<file path="src/qbsid_pkg.sv">
/*
 Constants and carrier types of the QBus slave image decoder.
 Assumes byte addressing on a 32-bit Avalon-MM register port.
*/
package qbsid_pkg;

  localparam int          ADDR_W        = 12;
  localparam logic [11:0] OFS_IMG0_CTL  = 12'hF00;
  localparam logic [11:0] OFS_IMG0_AT   = 12'hF04;
  localparam logic [11:0] OFS_IMG1_CTL  = 12'hF10;
  localparam logic [11:0] OFS_IMG1_AT   = 12'hF14;
  localparam logic [11:0] OFS_ERRCS     = 12'hF80;

  // Control register fields
  localparam int CTL_POST_BIT  = 31;
  localparam int CTL_SPACE_BIT = 24;
  localparam int CTL_PREF_BIT  = 23;
  localparam logic [31:0] CTL_MASK = 32'h8180_0000;

  // Translation register fields
  localparam int XBASE_LSB   = 16;
  localparam int WSIZE_LSB   = 4;
  localparam int AT_EN_BIT   = 0;
  localparam logic [31:0] AT_MASK = 32'hFFFF_00F1;

  // Error log fields
  localparam int ERR_EN_BIT  = 31;
  localparam int ERR_FLAG_BIT = 24;
  localparam int TC_LSB      = 4;
  localparam int SIZ_LSB     = 0;

  localparam logic [31:0] CTL_RESET   = 32'h0000_0000;
  localparam logic [31:0] AT_RESET    = 32'h0000_0000;
  localparam logic [31:0] RDATA_ZERO  = 32'h0000_0000;

  typedef enum logic [4:0] {
    KIND_DLY_RD  = 5'b00001,
    KIND_PF_RD   = 5'b00010,
    KIND_DLY_WR  = 5'b00100,
    KIND_POST_WR = 5'b01000,
    KIND_BUS_ERR = 5'b10000
  } qbsid_kind_e;

  typedef struct packed {
    logic [31:0] addr;
    logic        write;
    logic        burst;
    logic        image_choice;
  } qbsid_req_s;

  typedef struct packed {
    logic [31:0] pci_addr;
    logic        pci_io_space;
    qbsid_kind_e kind;
  } qbsid_res_s;

  typedef struct packed {
    logic [3:0] txn_code;
    logic [1:0] size_code;
  } qbsid_err_s;

  function automatic logic [31:0] qbsid_be_merge(input logic [31:0] old_v,
                                                 input logic [31:0] new_v,
                                                 input logic [3:0]  be);
    logic [31:0] r;
    r = old_v;
    for (int i = 0; i < 4; i++) begin
      if (be[i]) begin
        r[i*8 +: 8] = new_v[i*8 +: 8];
      end
    end
    return r;
  endfunction

endpackage

</file>
<file path="src/qbsid_top.sv">
/*
 QBus slave image decoder: register file, image choice, translation
 and response decode, plus the posted-write error log.
 Assumes a synchronous QBus request strobe, a separate PCI reset for
 image 0 translation, and an Avalon-MM master that holds requests.
*/
`timescale 1ns/1ps
module qbsid_top (
  input  wire logic                     clk_sys,
  input  wire logic                     rst_n,
  input  wire logic                     pci_rst_n,
  input  wire logic [qbsid_pkg::ADDR_W-1:0] avs_address,
  input  wire logic                     avs_read,
  input  wire logic                     avs_write,
  input  wire logic [31:0]              avs_writedata,
  input  wire logic [3:0]               avs_byteenable,
  output logic [31:0]                   avs_readdata,
  output logic                          avs_waitrequest,
  input  wire logic                     rom_load,
  input  wire logic [31:0]              rom_img0_ctl,
  input  wire logic [31:0]              rom_img0_at,
  input  wire logic                     qb_req,
  input  wire logic                     bridge_chip_select_n,
  input  wire qbsid_pkg::qbsid_req_s    qb_req_info,
  output logic                          pci_valid,
  output qbsid_pkg::qbsid_res_s         pci_res,
  input  wire logic                     pw_err,
  input  wire qbsid_pkg::qbsid_err_s    pw_err_info
);
  import qbsid_pkg::*;

  typedef struct packed {
    logic        ack;
    logic [31:0] rdata;
    logic [31:0] img0_ctl;
    logic [31:0] img1_ctl;
    logic [31:0] img1_at;
    logic        log_en;
    logic        error_logged_flag;
    logic [3:0]  logged_txn_code;
    logic [1:0]  logged_size_code;
    logic        out_valid;
    qbsid_res_s  res;
  } qbsid_state_s;

  qbsid_state_s st_reg;
  qbsid_state_s st_next;

  logic        wr_fire;
  logic [31:0] img0_at;
  logic [31:0] sel_ctl;
  logic [31:0] sel_at;
  logic [31:0] xl_addr;
  logic        req_fire;
  logic        post_write_allow;
  logic        pci_space_select;
  logic        prefetch_allow;
  logic        flag_clear;
  logic [31:0] errcs_view;
  qbsid_kind_e kind_sel;

  assign avs_waitrequest = (avs_read | avs_write) & ~st_reg.ack;
  assign wr_fire         = avs_write & st_reg.ack;
  assign req_fire        = qb_req & ~bridge_chip_select_n;

  qbsid_img0_at u_img0_at (
    .clk_sys   (clk_sys),
    .pci_rst_n (pci_rst_n),
    .wr_en     (wr_fire && avs_address == OFS_IMG0_AT),
    .wr_data   (avs_writedata),
    .wr_be     (avs_byteenable),
    .load_en   (rom_load),
    .load_data (rom_img0_at),
    .at_q      (img0_at)
  );

  // Image choice picks the settings of this access
  assign sel_ctl = qb_req_info.image_choice ? st_reg.img1_ctl
                                            : st_reg.img0_ctl;
  assign sel_at  = qb_req_info.image_choice ? st_reg.img1_at
                                            : img0_at;

  qbsid_xlate u_xlate (
    .qb_addr          (qb_req_info.addr),
    .xlate_base_field (sel_at[31:XBASE_LSB]),
    .window_size_code (sel_at[WSIZE_LSB +: 4]),
    .xlate_enable     (sel_at[AT_EN_BIT]),
    .pci_addr         (xl_addr)
  );

  assign post_write_allow = sel_ctl[CTL_POST_BIT];
  assign pci_space_select = sel_ctl[CTL_SPACE_BIT];
  assign prefetch_allow   = sel_ctl[CTL_PREF_BIT];

  always_comb begin
    unique case ({qb_req_info.write, qb_req_info.burst})
      2'b00: kind_sel = (prefetch_allow && !pci_space_select)
                      ? KIND_PF_RD : KIND_DLY_RD;
      2'b01: kind_sel = pci_space_select
                      ? KIND_BUS_ERR : KIND_DLY_RD;
      2'b10: kind_sel = (post_write_allow && !pci_space_select)
                      ? KIND_POST_WR : KIND_DLY_WR;
      2'b11: kind_sel = pci_space_select
                      ? KIND_BUS_ERR : KIND_POST_WR;
    endcase
  end

  assign flag_clear = wr_fire && avs_address == OFS_ERRCS
                      && avs_byteenable[3] && avs_writedata[ERR_FLAG_BIT];

  always_comb begin
    errcs_view = RDATA_ZERO;
    errcs_view[ERR_EN_BIT] = st_reg.log_en;
    errcs_view[ERR_FLAG_BIT] = st_reg.error_logged_flag;
    if (st_reg.error_logged_flag) begin
      errcs_view[TC_LSB +: 4]  = st_reg.logged_txn_code;
      errcs_view[SIZ_LSB +: 2] = st_reg.logged_size_code;
    end
  end

  always_comb begin
    st_next = st_reg;
    st_next.ack = (avs_read | avs_write) & ~st_reg.ack;
    if (avs_read && !st_reg.ack) begin
      unique case (avs_address)
        OFS_IMG0_CTL: st_next.rdata = st_reg.img0_ctl;
        OFS_IMG0_AT:  st_next.rdata = img0_at;
        OFS_IMG1_CTL: st_next.rdata = st_reg.img1_ctl;
        OFS_IMG1_AT:  st_next.rdata = st_reg.img1_at;
        OFS_ERRCS:    st_next.rdata = errcs_view;
        default:      st_next.rdata = RDATA_ZERO;
      endcase
    end
    if (wr_fire) begin
      unique case (avs_address)
        OFS_IMG0_CTL: st_next.img0_ctl = qbsid_be_merge(st_reg.img0_ctl,
                        avs_writedata, avs_byteenable) & CTL_MASK;
        OFS_IMG1_CTL: st_next.img1_ctl = qbsid_be_merge(st_reg.img1_ctl,
                        avs_writedata, avs_byteenable) & CTL_MASK;
        OFS_IMG1_AT:  st_next.img1_at = qbsid_be_merge(st_reg.img1_at,
                        avs_writedata, avs_byteenable) & AT_MASK;
        OFS_ERRCS: begin
          if (avs_byteenable[3]) begin
            st_next.log_en = avs_writedata[ERR_EN_BIT];
          end
        end
        default: ;
      endcase
    end
    if (flag_clear) begin
      st_next.error_logged_flag = 1'b0;
    end
    // First error is kept; a new event wins over a same-cycle clear
    if (pw_err && st_reg.log_en
        && (!st_reg.error_logged_flag || flag_clear)) begin
      st_next.error_logged_flag = 1'b1;
      st_next.logged_txn_code   = pw_err_info.txn_code;
      st_next.logged_size_code  = pw_err_info.size_code;
    end
    if (rom_load) begin
      st_next.img0_ctl = rom_img0_ctl & ~(32'h1 << CTL_PREF_BIT)
                         & CTL_MASK;
    end
    st_next.out_valid = req_fire;
    if (req_fire) begin
      st_next.res.pci_addr     = xl_addr;
      st_next.res.pci_io_space = pci_space_select;
      st_next.res.kind         = kind_sel;
    end
  end

  always_ff @(posedge clk_sys or negedge rst_n) begin
    if (!rst_n) begin
      st_reg          <= '0;
      st_reg.img1_ctl <= CTL_RESET;
      st_reg.img1_at  <= AT_RESET;
      st_reg.res.kind <= KIND_DLY_RD;
    end else begin
      st_reg <= st_next;
    end
  end

  assign avs_readdata = st_reg.rdata;
  assign pci_valid    = st_reg.out_valid;
  assign pci_res      = st_reg.res;
endmodule

</file>
<file path="src/qbsid_xlate.sv">
/*
 Address substitution for one slave image.
 Assumes the image fields are stable during the access.
*/
`timescale 1ns/1ps
module qbsid_xlate (
  input  wire logic [31:0] qb_addr,
  input  wire logic [15:0] xlate_base_field,
  input  wire logic [3:0]  window_size_code,
  input  wire logic        xlate_enable,
  output logic [31:0]      pci_addr
);
  import qbsid_pkg::*;

  logic [15:0] line_mask;

  always_comb begin
    // Lines A31 down to A(16+code) are replaced
    line_mask = 16'hFFFF << window_size_code;
    if (xlate_enable) begin
      pci_addr[31:16] = (xlate_base_field & line_mask)
                      | (qb_addr[31:16] & ~line_mask);
    end else begin
      pci_addr[31:16] = qb_addr[31:16];
    end
    pci_addr[15:0] = qb_addr[15:0];
  end

endmodule

</file>
<file path="src/qbsid_img0_at.sv">
/*
 Image 0 translation register, held in the PCI reset domain.
 Assumes a one-cycle load strobe from the serial ROM loader.
*/
`timescale 1ns/1ps
module qbsid_img0_at (
  input  wire logic        clk_sys,
  input  wire logic        pci_rst_n,
  input  wire logic        wr_en,
  input  wire logic [31:0] wr_data,
  input  wire logic [3:0]  wr_be,
  input  wire logic        load_en,
  input  wire logic [31:0] load_data,
  output logic [31:0]      at_q
);
  import qbsid_pkg::*;

  typedef struct packed {
    logic [31:0] at_reg;
  } qbsid_at_state_s;

  qbsid_at_state_s st_reg;
  qbsid_at_state_s st_next;

  always_comb begin
    st_next = st_reg;
    if (load_en) begin
      st_next.at_reg = load_data & AT_MASK;
    end else if (wr_en) begin
      st_next.at_reg = qbsid_be_merge(st_reg.at_reg, wr_data, wr_be)
                     & AT_MASK;
    end
  end

  always_ff @(posedge clk_sys or negedge pci_rst_n) begin
    if (!pci_rst_n) begin
      st_reg <= '{at_reg: AT_RESET};
    end else begin
      st_reg <= st_next;
    end
  end

  assign at_q = st_reg.at_reg;

endmodule

</file>
<file path="config.mk">
export PLATFORM = sky130hd
export DESIGN_NAME = qbsid_top
export DESIGN_NICKNAME = d
export VERILOG_FILES = /design/src/qbsid_pkg.sv /design/src/qbsid_top.sv /design/src/qbsid_xlate.sv /design/src/qbsid_img0_at.sv
export SDC_FILE = /design/constraint.sdc
export NUM_CORES = 1
export LEC_CHECK = 0
export ABC_AREA = 1
export BUFFER_PORTS_ARGS = -buffer_cell sky130_fd_sc_hd__buf_2
export CORE_UTILIZATION = 53
export DETAILED_ROUTE_END_ITERATION = 16
export GPL_ROUTABILITY_DRIVEN = 1
export PLACE_DENSITY = 0.83
export SLEW_MARGIN = 20
export SYNTH_ARGS = -nofsm -noshare
export SYNTH_HDL_FRONTEND = slang
export SYNTH_SLANG_ARGS = --single-unit
</file>
<file path="constraint.sdc">
create_clock -name clk_sys -period 3.16 [get_ports clk_sys]
set_input_delay 0.632 -clock clk_sys [delete_from_list [all_inputs] [get_ports clk_sys]]
set_output_delay 0.632 -clock clk_sys [all_outputs]
set_load 0.05 [all_outputs]
</file>
* After elaboration in Yosys (flattened, before gate mapping)
Index checks and enable logic that the tools add are counted.
** Storage, ports and cells
- Bits in registers :: 168
- Input bits :: 162
- Logic and storage cells :: 106
- Output and inout port bits :: 72
** Operators by class
- Multiplexer cells :: 32
- Reduce and logical (&&, ||, !) cells :: 33
- Bitwise gates (word level) :: 10
- Equality and inequality tests :: 8
- Shift-type cells :: 1
** Operators by type and width (number)
- $mux 32 :: 8
- $pmux 32 s5 :: 1
- $mux 97 :: 1
- $mux 8 :: 10
- $eq 12x12->1 const B :: 5
- $and 16x16->16 :: 2
- $reduce_and 3->1 :: 8
- $pmux 5 s4 :: 1
- $mux 16 :: 1
- $not 16->16 :: 1
- $or 16x16->16 :: 1
- $shl 16x4->16 const A :: 1
- $reduce_bool 2->1 :: 7
- $mux 5 :: 2
- $logic_and 1x1->1 :: 9
- $mux 4 :: 2
- $reduce_and 2->1 :: 4
- $mux 7 :: 1
- $eq 2x2->1 const B :: 2
- $mux 2 :: 2
- $and 1x1->1 :: 3
- $logic_not 1->1 :: 3
- $mux 1 :: 3
- $eq 2x1->1 const B :: 1
- other kinds (4) :: 5

* Depth between registers and ports, before layout
Gate-level depths: netlist of the first run.
- Depth in word-level cells :: 7
- Gate-level depth with buffers :: 11
- Depth with buffers taken out :: 10

* By module
Synthesis of the first run repeated with hierarchy kept, for this count alone.
** Second synthesis, totals
- Cells, all modules :: 1015
- Area total of the unflattened synthesis :: 7269.5 um^2
** By module, submodules not included
- qbsid_top :: sequential area each 2678.8 um^2, area each 5532.8 um^2, cells each 730, instances 1
- qbsid_img0_at :: sequential area each 525.5 um^2, area each 1207.4 um^2, cells each 173, instances 1
- qbsid_xlate :: sequential area each 0.0 um^2, area each 529.3 um^2, cells each 112, instances 1

* Worst setup path before layout of the first run
OpenSTA, ideal clock, no wires.
- Path type :: input-to-output
- Start point :: input avs_write
- End point :: output avs_waitrequest
- Arrival :: 1329 ps
- Stages :: 2
- Slack :: 1199 ps
- Required time :: 2528 ps
- Cell sequence :: nor2_1 nor2_1
** On the way
- Longest elaborated chain between the ends :: 2
** Ends and longest elaborated chain
- start: declaration :: RTL line qbsid_top.sv:14 : input wire logic avs_write,
- $or 1x1->1 :: RTL line qbsid_top.sv:62 : assign avs_waitrequest = (avs_read | avs_write) & ~st_reg.ack;
- $and 1x1->1 :: RTL line qbsid_top.sv:62
- end: declaration :: RTL line qbsid_top.sv:18 : output logic avs_waitrequest,
No other way between the ends.

* Worst setup path after layout of the first run
- Start point :: input qb_req_info[0] (netlist name)
- End point :: register st_reg (netlist bit pci_res[23])
** On the way
- Longest elaborated chain between the ends :: 6
- Elaborated cells on any way between the ends :: 7
- Those cells by class :: shift: 1; mux: 2; bitwise: 4
** Ends and longest elaborated chain
- start: declaration :: RTL line qbsid_top.sv:24 : input wire qbsid_pkg::qbsid_req_s qb_req_info,
- $mux 32 * :: RTL line qbsid_top.sv:80 : assign sel_at = qb_req_info.image_choice ? st_reg.img1_at
- $shl 16x4->16 :: RTL line qbsid_xlate.sv:19 : line_mask = 16'hFFFF << window_size_code;
- $not 16->16 :: RTL line qbsid_xlate.sv:22 : | (qb_addr[31:16] & ~line_mask);
- $and 16x16->16 :: RTL line qbsid_xlate.sv:22
- $or 16x16->16 :: RTL line qbsid_xlate.sv:22
- $mux 16 * :: RTL line qbsid_xlate.sv:20 : if (xlate_enable) begin
- end signal: assignment :: RTL line qbsid_top.sv:179 : st_reg <= st_next;
- end: declaration :: RTL line qbsid_top.sv:46 : qbsid_state_s st_reg;
Every way passes the cells marked *; elsewhere a longest branch is shown, timed or not.
A chain may end at the register's enable or synchronous reset.

==> summary.md, run 1 <==
| Metric | Value |
|---|---|
| Startpoint types | `input pin` |
| CTS clk-pin slew, worst paths | `0.05 ns` |
| Initial antenna violation count | `1` |
| Worst clock skew | `0.008494 ns` |
| Setup violations, final | `0` |
| CP max FO | `44` |
| Minimum clock period | `1.958 ns` |
| Clk sinks | `119` |
| FF+latch count, synth | `119` |
| # rows | `40` |
| Die width | `114.4 um` |
| Cts hold-fix bufs | `0` |
| Fillers | `1,066` |
| Number of post-CTS setup repair buffers | `0` |
| Worst path most repeated cell | `nand2_1` |
| Post-route setup TNS | `0 ns` |
| EDFF count, synth | `0` |
| Arr. time, crit path | `2.25 ns` |
| Die H | `114.4 um` |
| Final hold vios | `0` |
| Post-synthesis async set-or-reset flop share | `100.0%` |
| Synthesized Nets | `1,032` |
| Storage element area | `0.002979 mm^2` |
| Synthesized area per cell | `7.694 um^2` |
| Area Overhead vs Synth | `15.96%` |
| Port bufs | `180` |
| Leading area contributor after synthesis | `dfrtp_1` |
| Number of remaining DRC errors | `0` |
| Vias in the first global route | `5,413` |
| Maximum clock rate | `510.6 MHz` |
| PD cells | `571.8 mW/mm^2` |
| Placed instance count | `1,123` |
| Max reg flops | `38` |
| Clock latency on the worst-skew pair | `0.41 ns` |
| Layout net count | `1,136` |
| Least-Margin Pin Slew | `0.9443 ns` |
| Crit Path Category | `input pin to register` |
| Seq/Total Area, Yosys | `44.50%` |
| GRT Total Usage | `26.85%` |
| Grt total ovfl | `0` |
| Largest net degree at the start of global routing | `73` |
| Bufs on Longest Clock Path | `2` |
| CTS tree | `done` |
| Final total power | `0.004439 W` |
| Synth area leaders | `dfrtp_1 (44%), nand2_1 (18%), buf_4 (8.1%)` |
| Slack of the critical path | `1.202 ns` |
| First-pass DRT Iterations | `5` |
| Post-DP Area | `0.007158 mm^2` |
| CP Data Required Time | `3.45 ns` |
| Rel. slew slack | `37.05%` |
| Post-Syn Instances | `870` |
| Cells resized by post-CTS repair | `0` |
| Fin area | `0.007762 mm^2` |
| Max VDD drop | `0.3170 mV` |
| Yosys warning total | `0` |
| Max-slew violation count | `0` |
| Multi-input gate area | `0.002743 mm^2` |
| Synth cell types | `33` |
| Most frequent cell after synthesis | `nand2_1` |
| Max cap viols | `0` |
| Die area | `0.01308 mm^2` |
| Worst path bufs/invs | `1` |
| WL/cell | `14.47 um` |
| First-pass GRT wire length | `26.73 mm` |
| HPWL Detailed | `12.10 mm` |
| Synth top area share | `44.11%` |
| Share of cells above drive strength 1 | `28.47%` |
| Gp weighted congestion | `0.8729` |
| Leakage Power | `4.195 nW` |
| Status | `complete, no violations` |
| I/O Pins | `234` |
| Final period util | `61.97%` |
| Slowest stage cell on the critical path | `buf_2` |
| Nature of the critical path endpoint | `register` |
| Clock root cell | `clkbuf_16` |
| Dpl ws | `0.7691 ns` |
| Worst path cell trace | `buf_2, nand2_1, o21ai_4, nand2_1, nor2_1, nand3_1, nand2_1, o21ai_0` |
| Commonest cells post-synth | `nand2_1 (327), dfrtp_1 (118), o21ai_0 (81), buf_4 (72), inv_1 (68)` |
| DRT iter0 DRCs | `474` |
| Via/cell ratio | `5.110` |
| CP peak stage delay | `0.58 ns` |
| Post-Syn Area | `0.006694 mm^2` |
| DR vias | `5,907` |
| HP Class | `input pin to asynchronous set/reset pin` |
| CORE AREA | `0.01216 mm^2` |
| Primary FF master, synth | `dfrtp_1` |
| H-tree levels | `4` |
| Inserted Clock Buffers | `17` |
| Routed Antenna Nets | `0` |
| Routed wire length | `16.73 mm` |
| Finished Layout Cells | `1,156` |
| RSZ-0062 raised after global routing | `false` |
| Family with the most delay on the worst path | `simple AND/OR/NAND/NOR gates` |
| Starting Density | `55.04%` |
-- cells by family (layout without fill, tap and decap cells) --
group                  Yosys count  after routing  synth area share [%]
AND/OR/NAND/NOR                435            435                 27.59
AO/OA/AOI/OAI                  139            139                 13.18
other                            0              1                     0
buffers and inverters          176            293                 14.56
flip-flops                     119            119                 44.50
multiplexers                     1              1                0.1682
-- final timing paths --
check	start	end	slack, ns	depth (start not counted)
worst max-delay path	qb_req_info[0]	pci_res[23]	1.20	8
min in group clk_sys	qb_req_info[17]	pci_res[20]	0.43	3
worst min register to register	st_reg[175]	st_reg[175]	0.46	1
worst max register to register	st_reg[175]	avs_readdata[24]	1.43	6
worst min-delay path	pci_rst_n	u_img0_at.at_q[19]	0.18	1
max in group asynchronous	rst_n	pci_res[0]	1.93	2
-- where the power goes --
part	leakage, nW	internal, W	switching, W
Clock	0.290	0.00130	0.000669
Combinational	2.36	0.000200	0.000570
Sequential	1.55	0.00164	0.0000668
-- metrics by stage --
stage	utilization (%)	hold WS, ns
global route	63.83	0.2094
detailed placement	58.86	0.4543
CTS	63.81	0.1895
global placement	58.86	0.4468
finish	63.83	0.1822
floorplan	-	0.3364
-- layout make-up --
| class | count | area share, % |
|---|---|---|
| multi-input combinational | 575 | 35.33 |
| timing repair buffer | 185 | 12.12 |
| antenna | 1 | 0.03224 |
| clock buffer | 24 | 6.206 |
| tap | 168 | 2.708 |
| clock inverter | 8 | 1.547 |
| inverter | 76 | 3.675 |
| sequential | 119 | 38.38 |
-- cells in the final DEF (no fill, tap or decap), types with 3 or more instances in the layout --
master     instances
clkinv_2           3
a21oi_1            9
o21ai_2           31
inv_2              6
nand3b_1           9
clkbuf_1           4
nand2_2            8
inv_1             68
o21ai_4            4
nand2_1          327
dfrtp_1          118
nand3_1           42
clkbuf_16         17
nand4_1            9
nand2_4            3
o21ai_1            4
a31oi_1            3
clkbuf_8           3
bufinv_16          3
nor2_2             7
buf_4              6
buf_2            179
nor2_1            23
o21ai_0           81
nand3_2            3
-- layer usage --
layer / global-route usage [%] / part of all wire (%)
met1: 35.05 / 44
met2: 43.60 / 47
met4: 10.65 / 2.1
met5: 0 / 0
met3: 5.929 / 7.0
No activity file was read; power rests on OpenSTA's default activity.
==> inputs of run 2 (changes only) <==
--- a/config.mk
+++ b/config.mk
@@ -7,10 +7,10 @@
 export LEC_CHECK = 0
 export ABC_AREA = 1
 export BUFFER_PORTS_ARGS = -buffer_cell sky130_fd_sc_hd__buf_2
-export CORE_UTILIZATION = 53
+export CORE_UTILIZATION = 51
 export DETAILED_ROUTE_END_ITERATION = 16
 export GPL_ROUTABILITY_DRIVEN = 1
-export PLACE_DENSITY = 0.83
+export PLACE_DENSITY = 0.8
 export SLEW_MARGIN = 20
 export SYNTH_ARGS = -nofsm -noshare
 export SYNTH_HDL_FRONTEND = slang
==> constraint.sdc (replaced) <==
create_clock -name clk_sys -period 2 [get_ports clk_sys]
set_input_delay 0.4 -clock clk_sys [delete_from_list [all_inputs] [get_ports clk_sys]]
set_output_delay 0.4 -clock clk_sys [all_outputs]
set_load 0.05 [all_outputs]
==> run 2 against run 1 <==
Compared with the run above: clock skew shrank 0.0014 ns; cell count grew 1.5%; design area grew 0.90%; combinational power grew 61%; total power grew 49%; largest power group is now sequential cells.
==> summary.md, run 2 (same netlist as run 1, synthesis figures left out) <==
| Metric | Value |
|---|---|
| CORE AREA | `0.01272 mm^2 (+4.6%)` |
| Routed Antenna Nets | `0 (unchanged)` |
| First-pass DRT Iterations | `5 (unchanged)` |
| First-pass GRT wire length | `26.08 mm (-2.5%)` |
| Most common cell after layout, fill and taps aside | `nand2_1` |
| Post-route setup TNS | `0 ns (unchanged)` |
| Max VDD drop | `0.5832 mV (+84%)` |
| Max cap viols | `0 (unchanged)` |
| Status | `complete, no violations` |
| Most frequent cells in the layout | `nand2_1 (327), buf_2 (179), dfrtp_1 (118)` |
| Startpoint types | `register` |
| CTS clk-pin slew, worst paths | `0.05 ns (about the same)` |
| Port bufs | `180 (unchanged)` |
| Crit path capture | `st_reg[142]` |
| Worst reg2reg setup slack | `0.36 ns (-1.07 ns)` |
| Routed wire length | `16.49 mm (-1.5%)` |
| # diodes | `0 (-1)` |
| H-tree levels | `4 (unchanged)` |
| Setup crit start | `st_reg[175]` |
| Maximum clock rate | `610.0 MHz` |
| WL/cell | `14.06 um (-2.9%)` |
| Max-slew violation count | `0 (unchanged)` |
| GRT Total Usage | `25.22% (-1.6 points)` |
| Leakage Power | `4.243 nW (+1.1%)` |
| Hold_ws | `0.1975 ns (+0.01533 ns)` |
| Initial antenna violation count | `0 (-1)` |
| CP max FO | `4 (-91%)` |
| Final hold vios | `0 (unchanged)` |
| Die area | `0.01359 mm^2 (+3.8%)` |
| Worst r2r src | `st_reg[175]` |
| Number of remaining DRC errors | `0 (unchanged)` |
| Max reg flops | `38 (unchanged)` |
| Cells on worst reg2reg path | `6 (unchanged)` |
| DR vias | `5,858 (-0.83%)` |
| Clk sinks | `119 (unchanged)` |
| # rows | `41 (+2.5%)` |
| Cells resized by post-CTS repair | `0 (unchanged)` |
| CP Data Required Time | `2.31 ns (-1.14 ns)` |
| Least-Margin Pin Slew | `0.5431 ns (-0.4012 ns)` |
| Grt total ovfl | `0 (unchanged)` |
| Clock root cell | `clkbuf_16` |
| Largest net degree at the start of global routing | `45 (-38%)` |
| Die width | `116.6 um (+1.9%)` |
| Via/cell ratio | `4.994 (-2.3%)` |
| Die H | `116.6 um (+1.9%)` |
| Minimum clock period | `1.639 ns` |
| PD cells | `845.4 mW/mm^2 (+48%)` |
| Final total power | `0.006622 W (+49%)` |
| Layout net count | `1,151 (+1.3%)` |
| Inserted Clock Buffers | `17 (unchanged)` |
| Gp weighted congestion | `0.8665 (-0.73%)` |
| Starting Density | `52.62% (-2.4 points)` |
| HPWL Detailed | `12.46 mm (+2.9%)` |
| Worst clock skew | `0.007067 ns (-0.001427 ns)` |
| Setup violations, final | `0 (unchanged)` |
| Worst reg2reg endpoint | `st_reg[142]` |
| I/O Pins | `234 (unchanged)` |
| HP Class | `input pin to register` |
| Share of cells above drive strength 1 | `29.47% (+1.0 points)` |
| Nature of the critical path endpoint | `register` |
| Area Overhead vs Synth | `17.01%` |
| Rel. slew slack | `63.51% (+26 points)` |
| Final period util | `81.96%` |
| Clock latency on the worst-skew pair | `0.41 ns (about the same)` |
| DRT iter0 DRCs | `528 (+11%)` |
| Final core utilization | `61.57% (-2.3 points)` |
| CTS tree | `done` |
| Crit Path Category | `register to register` |
| RSZ-0062 raised after global routing | `false` |
| Fillers | `1,153 (+8.2%)` |
| Arr. time, crit path | `1.95 ns (-0.30 ns)` |
| Vias in the first global route | `5,443 (+0.55%)` |
| Bufs on Longest Clock Path | `2 (unchanged)` |
## run 2: layout make-up
class,count,area [um^2],share of cell area (%)
clock buffers,22,474.2,6.054
clock inverters,9,52.55,0.6709
repair buffers,200,1084,13.83
flip-flops and latches,119,2979,38.04
inverters,76,285.3,3.642
multi-input cells,575,2743,35.02
well taps,172,215.2,2.748
## run 2: how the worst min path moves through the flow
stage                      endpoint  cells after the start            from
global placement    avs_readdata[5]                      1           rst_n
global route             pci_res[8]                      3  qb_req_info[5]
detailed placement  avs_readdata[5]                      1           rst_n
floorplan           avs_readdata[0]                      0           rst_n
finish                   pci_res[8]                      3  qb_req_info[5]
CTS                      pci_res[8]                      3  qb_req_info[5]
## run 2: per-layer routing
metal / vias to the layer above / GRT usage [%] / wire length [um]
met5: - / 0 / 0
met4: 0 / 9.283 / 361
met3: 35 / 6.383 / 1212
met2: 227 / 40.63 / 7458
met1: 2665 / 32.89 / 7455
li1: 2931 / - / -
## run 2: metrics by stage
| stage | instance area (um^2) | setup WS (ns) | instances |
|---|---|---|---|
| after floorplan | 6694 | 0.5027 | 870 |
| after global placement | 7286 | 0.2268 | 1140 |
| after detailed placement | 7286 | 0.2054 | 1140 |
| after CTS | 7833 | 0.3611 | 1173 |
| after global routing | 7833 | 0.2487 | 1173 |
| final | 7833 | 0.3607 | 1173 |
## run 2: worst max-delay path, cell delays in order (launching register included)
cell and delay, ns:
dfrtp_1 0.36, nand2_1 0.16, inv_1 0.18, nand3_1 0.16
o21ai_0 0.44, nand2_1 0.12, o21ai_0 0.12
## run 2: power by group
part	internal, W	leakage, nW	switching, W
clock network	0.00166	0.257	0.00104
logic	0.000337	2.44	0.000898
registers	0.00258	1.55	0.000107
## run 2: repair_timing
item | CTS | global route
hold buffers | 2 | 0
buffers inserted | 0 | 0
endpoints found under the hold margin | 36 | 0
==> inputs of run 3 (changes only) <==
--- a/config.mk
+++ b/config.mk
@@ -5,7 +5,7 @@
 export SDC_FILE = /design/constraint.sdc
 export NUM_CORES = 1
 export LEC_CHECK = 0
-export ABC_AREA = 1
+export ABC_AREA = 0
 export BUFFER_PORTS_ARGS = -buffer_cell sky130_fd_sc_hd__buf_2
 export CORE_UTILIZATION = 51
 export DETAILED_ROUTE_END_ITERATION = 16
==> constraint.sdc (replaced) <==
create_clock -name clk_sys -period 1.7 [get_ports clk_sys]
set_input_delay 0.34 -clock clk_sys [delete_from_list [all_inputs] [get_ports clk_sys]]
set_output_delay 0.34 -clock clk_sys [all_outputs]
set_load 0.05 [all_outputs]
==> run 3 against run 2 <==
Compared with the run above: critical path depth is 1 lower; the flow now finishes with violations (negative setup slack); area after synthesis is 0.50% lower; routed wire length is 12% higher; global-route usage is 3.0 points higher; sequential power is 16% higher; first-iteration DRC count is 33% lower; design area is 7.6% higher; sequential share of layout area is 2.7 points lower.
==> summary.md, run 3 <==
| Metric | Value |
|---|---|
| HP Class | `input pin to register` |
| Most common cell after layout, fill and taps aside | `buf_2` |
| # rows | `41 (unchanged)` |
| Seq/Total Area, Yosys | `44.73% (+0.23 points)` |
| Family with the most delay on the worst path | `simple AND/OR/NAND/NOR gates` |
| EDFF count, synth | `0 (unchanged)` |
| Final hold vios | `0 (unchanged)` |
| WL/cell | `17.67 um (+26%)` |
| First-pass GRT wire length | `29.01 mm (+11%)` |
| Inserted Clock Buffers | `17 (unchanged)` |
| H-tree levels | `4 (unchanged)` |
| Nature of the critical path endpoint | `register` |
| Number of remaining DRC errors | `0 (unchanged)` |
| Post-Syn Instances | `715 (-18%)` |
| CORE AREA | `0.01267 mm^2 (-0.40%)` |
| Worst path most repeated cell | `or4_4` |
| Share of cells above drive strength 1 | `38.01% (+8.5 points)` |
| Layout net count | `1,026 (-11%)` |
| Multi-input gate area | `0.003039 mm^2 (+11%)` |
| Maximum clock rate | `538.4 MHz` |
| Fin area | `0.008431 mm^2 (+7.6%)` |
| Max reg flops | `38 (unchanged)` |
| DR vias | `5,992 (+2.3%)` |
| CTS tree | `done` |
| CP peak stage delay | `0.53 ns (+0.09 ns)` |
| Primary FF master, synth | `dfrtp_1` |
| Routed wire length | `18.53 mm (+12%)` |
| Post-DP Area | `0.007679 mm^2 (+5.4%)` |
| Arr. time, crit path | `2.15 ns (+0.20 ns)` |
| Gp weighted congestion | `0.9316 (+7.5%)` |
| Max cap viols | `0 (unchanged)` |
| Grt total ovfl | `0 (unchanged)` |
| Worst path cell trace | `buf_6, or4_4, or3_4, or4_4, mux2_4` |
| CP Data Required Time | `2.00 ns (-0.31 ns)` |
| Clock latency on the worst-skew pair | `0.41 ns (about the same)` |
| PD cells | `951.1 mW/mm^2 (+13%)` |
| Initial antenna violation count | `1 (+1)` |
| First-pass DRT Iterations | `4 (-1)` |
| Vias in the first global route | `5,803 (+6.6%)` |
| Crit Path Category | `input pin to register` |
| RSZ-0062 raised after global routing | `true` |
| Area Overhead vs Synth | `26.58%` |
| Max-slew violation count | `0 (unchanged)` |
| Largest net degree at the start of global routing | `38 (-16%)` |
| Rel. slew slack | `62.62% (-0.89 points)` |
| Final core utilization | `66.54% (+5.0 points)` |
| Status | `finished, violations left` |
| Instance count on the critical path | `5 (-1)` |
| CTS clk-pin slew, worst paths | `0.05 ns (about the same)` |
| Fillers | `988 (-14%)` |
| Yosys warning total | `0 (unchanged)` |
| Leading area contributor after synthesis | `dfrtp_1` |
| Max VDD drop | `0.5882 mV (+0.86%)` |
| Post-Syn Area | `0.006660 mm^2 (-0.50%)` |
| Dpl ws | `-0.6183 ns (-0.8237 ns)` |
| Routed Antenna Nets | `0 (unchanged)` |
| Setup violations, final | `38 (+38)` |
| HPWL Detailed | `13.45 mm (+7.9%)` |
| Clock root cell | `clkbuf_16` |
| Startpoint types | `input pin` |
| Worst clock skew | `0.007767 ns (+0.0006996 ns)` |
| Die width | `116.3 um (-0.25%)` |
| Starting Density | `52.56% (-0.054 points)` |
| Port bufs | `180 (unchanged)` |
| Most frequent cells in the layout | `buf_2 (177), dfrtp_1 (117), nand2_1 (115)` |
| Synthesized area per cell | `9.315 um^2 (+21%)` |
| Final period util | `109.3%` |
| WHS Path Cells | `3 (unchanged)` |
| Via/cell ratio | `5.712 (+14%)` |
| Post-synthesis async set-or-reset flop share | `100.0% (unchanged)` |
| Bufs on Longest Clock Path | `2 (unchanged)` |
| Slack of the critical path | `-0.1573 ns (-0.5180 ns)` |
| Worst path bufs/invs | `1 (unchanged)` |
| Cells on worst reg2reg path | `5 (-1)` |
| DRT iter0 DRCs | `353 (-33%)` |
| Die area | `0.01352 mm^2 (-0.50%)` |
| Clk sinks | `119 (unchanged)` |
| Minimum clock period | `1.857 ns` |
| Die H | `116.3 um (-0.25%)` |
| Storage element area | `0.002980 mm^2 (about the same)` |
| Synth area leaders | `dfrtp_1 (44%), buf_4 (7.9%), nand2_1 (6.9%)` |
| Synth top area share | `44.34% (+0.22 points)` |
| I/O Pins | `234 (unchanged)` |
| Leakage Power | `4.226 nW (-0.40%)` |
| Synthesized Nets | `877 (-15%)` |
| Commonest cells post-synth | `nand2_1 (122), dfrtp_1 (118), buf_4 (70), nand3_1 (46), clkbuf_1 (36)` |
| GRT Total Usage | `28.24% (+3.0 points)` |
| Synth cell types | `59 (+79%)` |
| FF+latch count, synth | `119 (unchanged)` |
| Final total power | `0.008018 W (+21%)` |
| Slowest stage cell on the critical path | `or4_4` |
| CP max FO | `4 (unchanged)` |
| Most frequent cell after synthesis | `nand2_1` |
| Violated checks | `negative setup slack` |
| Least-Margin Pin Slew | `0.5607 ns (+0.01759 ns)` |
-- run 3: per-layer routing --
layer  GRT usage (%)  wire length (um)  up-vias
met5               0                 0        -
met4           11.11               478        0
met3           6.175              1416       45
met2           47.02              9017      287
met1           35.88              7622     2875
li1                -                 -     2785
-- run 3: power breakdown --
part	switching (W)	internal [W]	total [W]
clock network	0.00122	0.00225	0.00347
logic	0.000958	0.000462	0.00142
registers	0.000120	0.00301	0.00313
-- run 3: final timing paths --
path | end | slack [ns] | startpoint
setup / recovery | st_reg[110] | -0.16 | avs_address[3]
hold / removal | pci_res[14] | 0.13 | qb_req_info[11]
setup reg to reg | pci_res[24] | 0.02 | u_img0_at.at_q[7]
hold reg to reg | pci_res[16] | 0.47 | pci_res[16]
max in group asynchronous | st_reg[54] | 0.76 | rst_n
min in group asynchronous | pci_res[7] | 0.40 | rst_n
-- run 3: logic make-up after synthesis --
kind of cell	share of synthesized area, %
multiplexers	9.431
flip-flops	44.73
buffers and inverters	11.97
AO/OA/AOI/OAI	12.72
AND/OR/NAND/NOR	21.15
-- run 3: repair_timing --
action / 4_1_cts / 5_1_grt
pin swaps: 3 / 4
setup buffers: 3 / 1
hold buffers: 2 / 0
endpoints found under the setup margin: 46 / 61
resized for setup: 13 / 20
endpoints found under the hold margin: 47 / 0
-- run 3: layout make-up --
| cell class | count | area share, % |
|---|---|---|
| Multi-Input combinational cell | 455 | 36.05 |
| Clock inverter | 9 | 1.187 |
| Timing Repair Buffer | 248 | 18.18 |
| Clock buffer | 22 | 5.625 |
| Tap cell | 172 | 2.553 |
| Sequential cell | 119 | 35.35 |
| Inverter | 23 | 1.024 |
| Antenna cell | 1 | 0.02968 |
-- run 3: per-stage QoR --
step / cells / setup TNS, ns / hold slack (ns)
6_report: 1049 / -3.559 / 0.1274
5_1_grt: 1048 / -4.194 / 0.1371
4_1_cts: 1048 / -2.674 / 0.1202
3_5_place_dp: 1012 / -28.15 / 0.2879
3_3_place_gp: 1012 / -26.01 / 0.2941
2_1_floorplan: 715 / -18.99 / 0.04441
-- run 3: tightest hold or removal path: stages --
cell,delay (ns)
buf_2,0.07
nand2_1,0.04
nand2_1,0.05
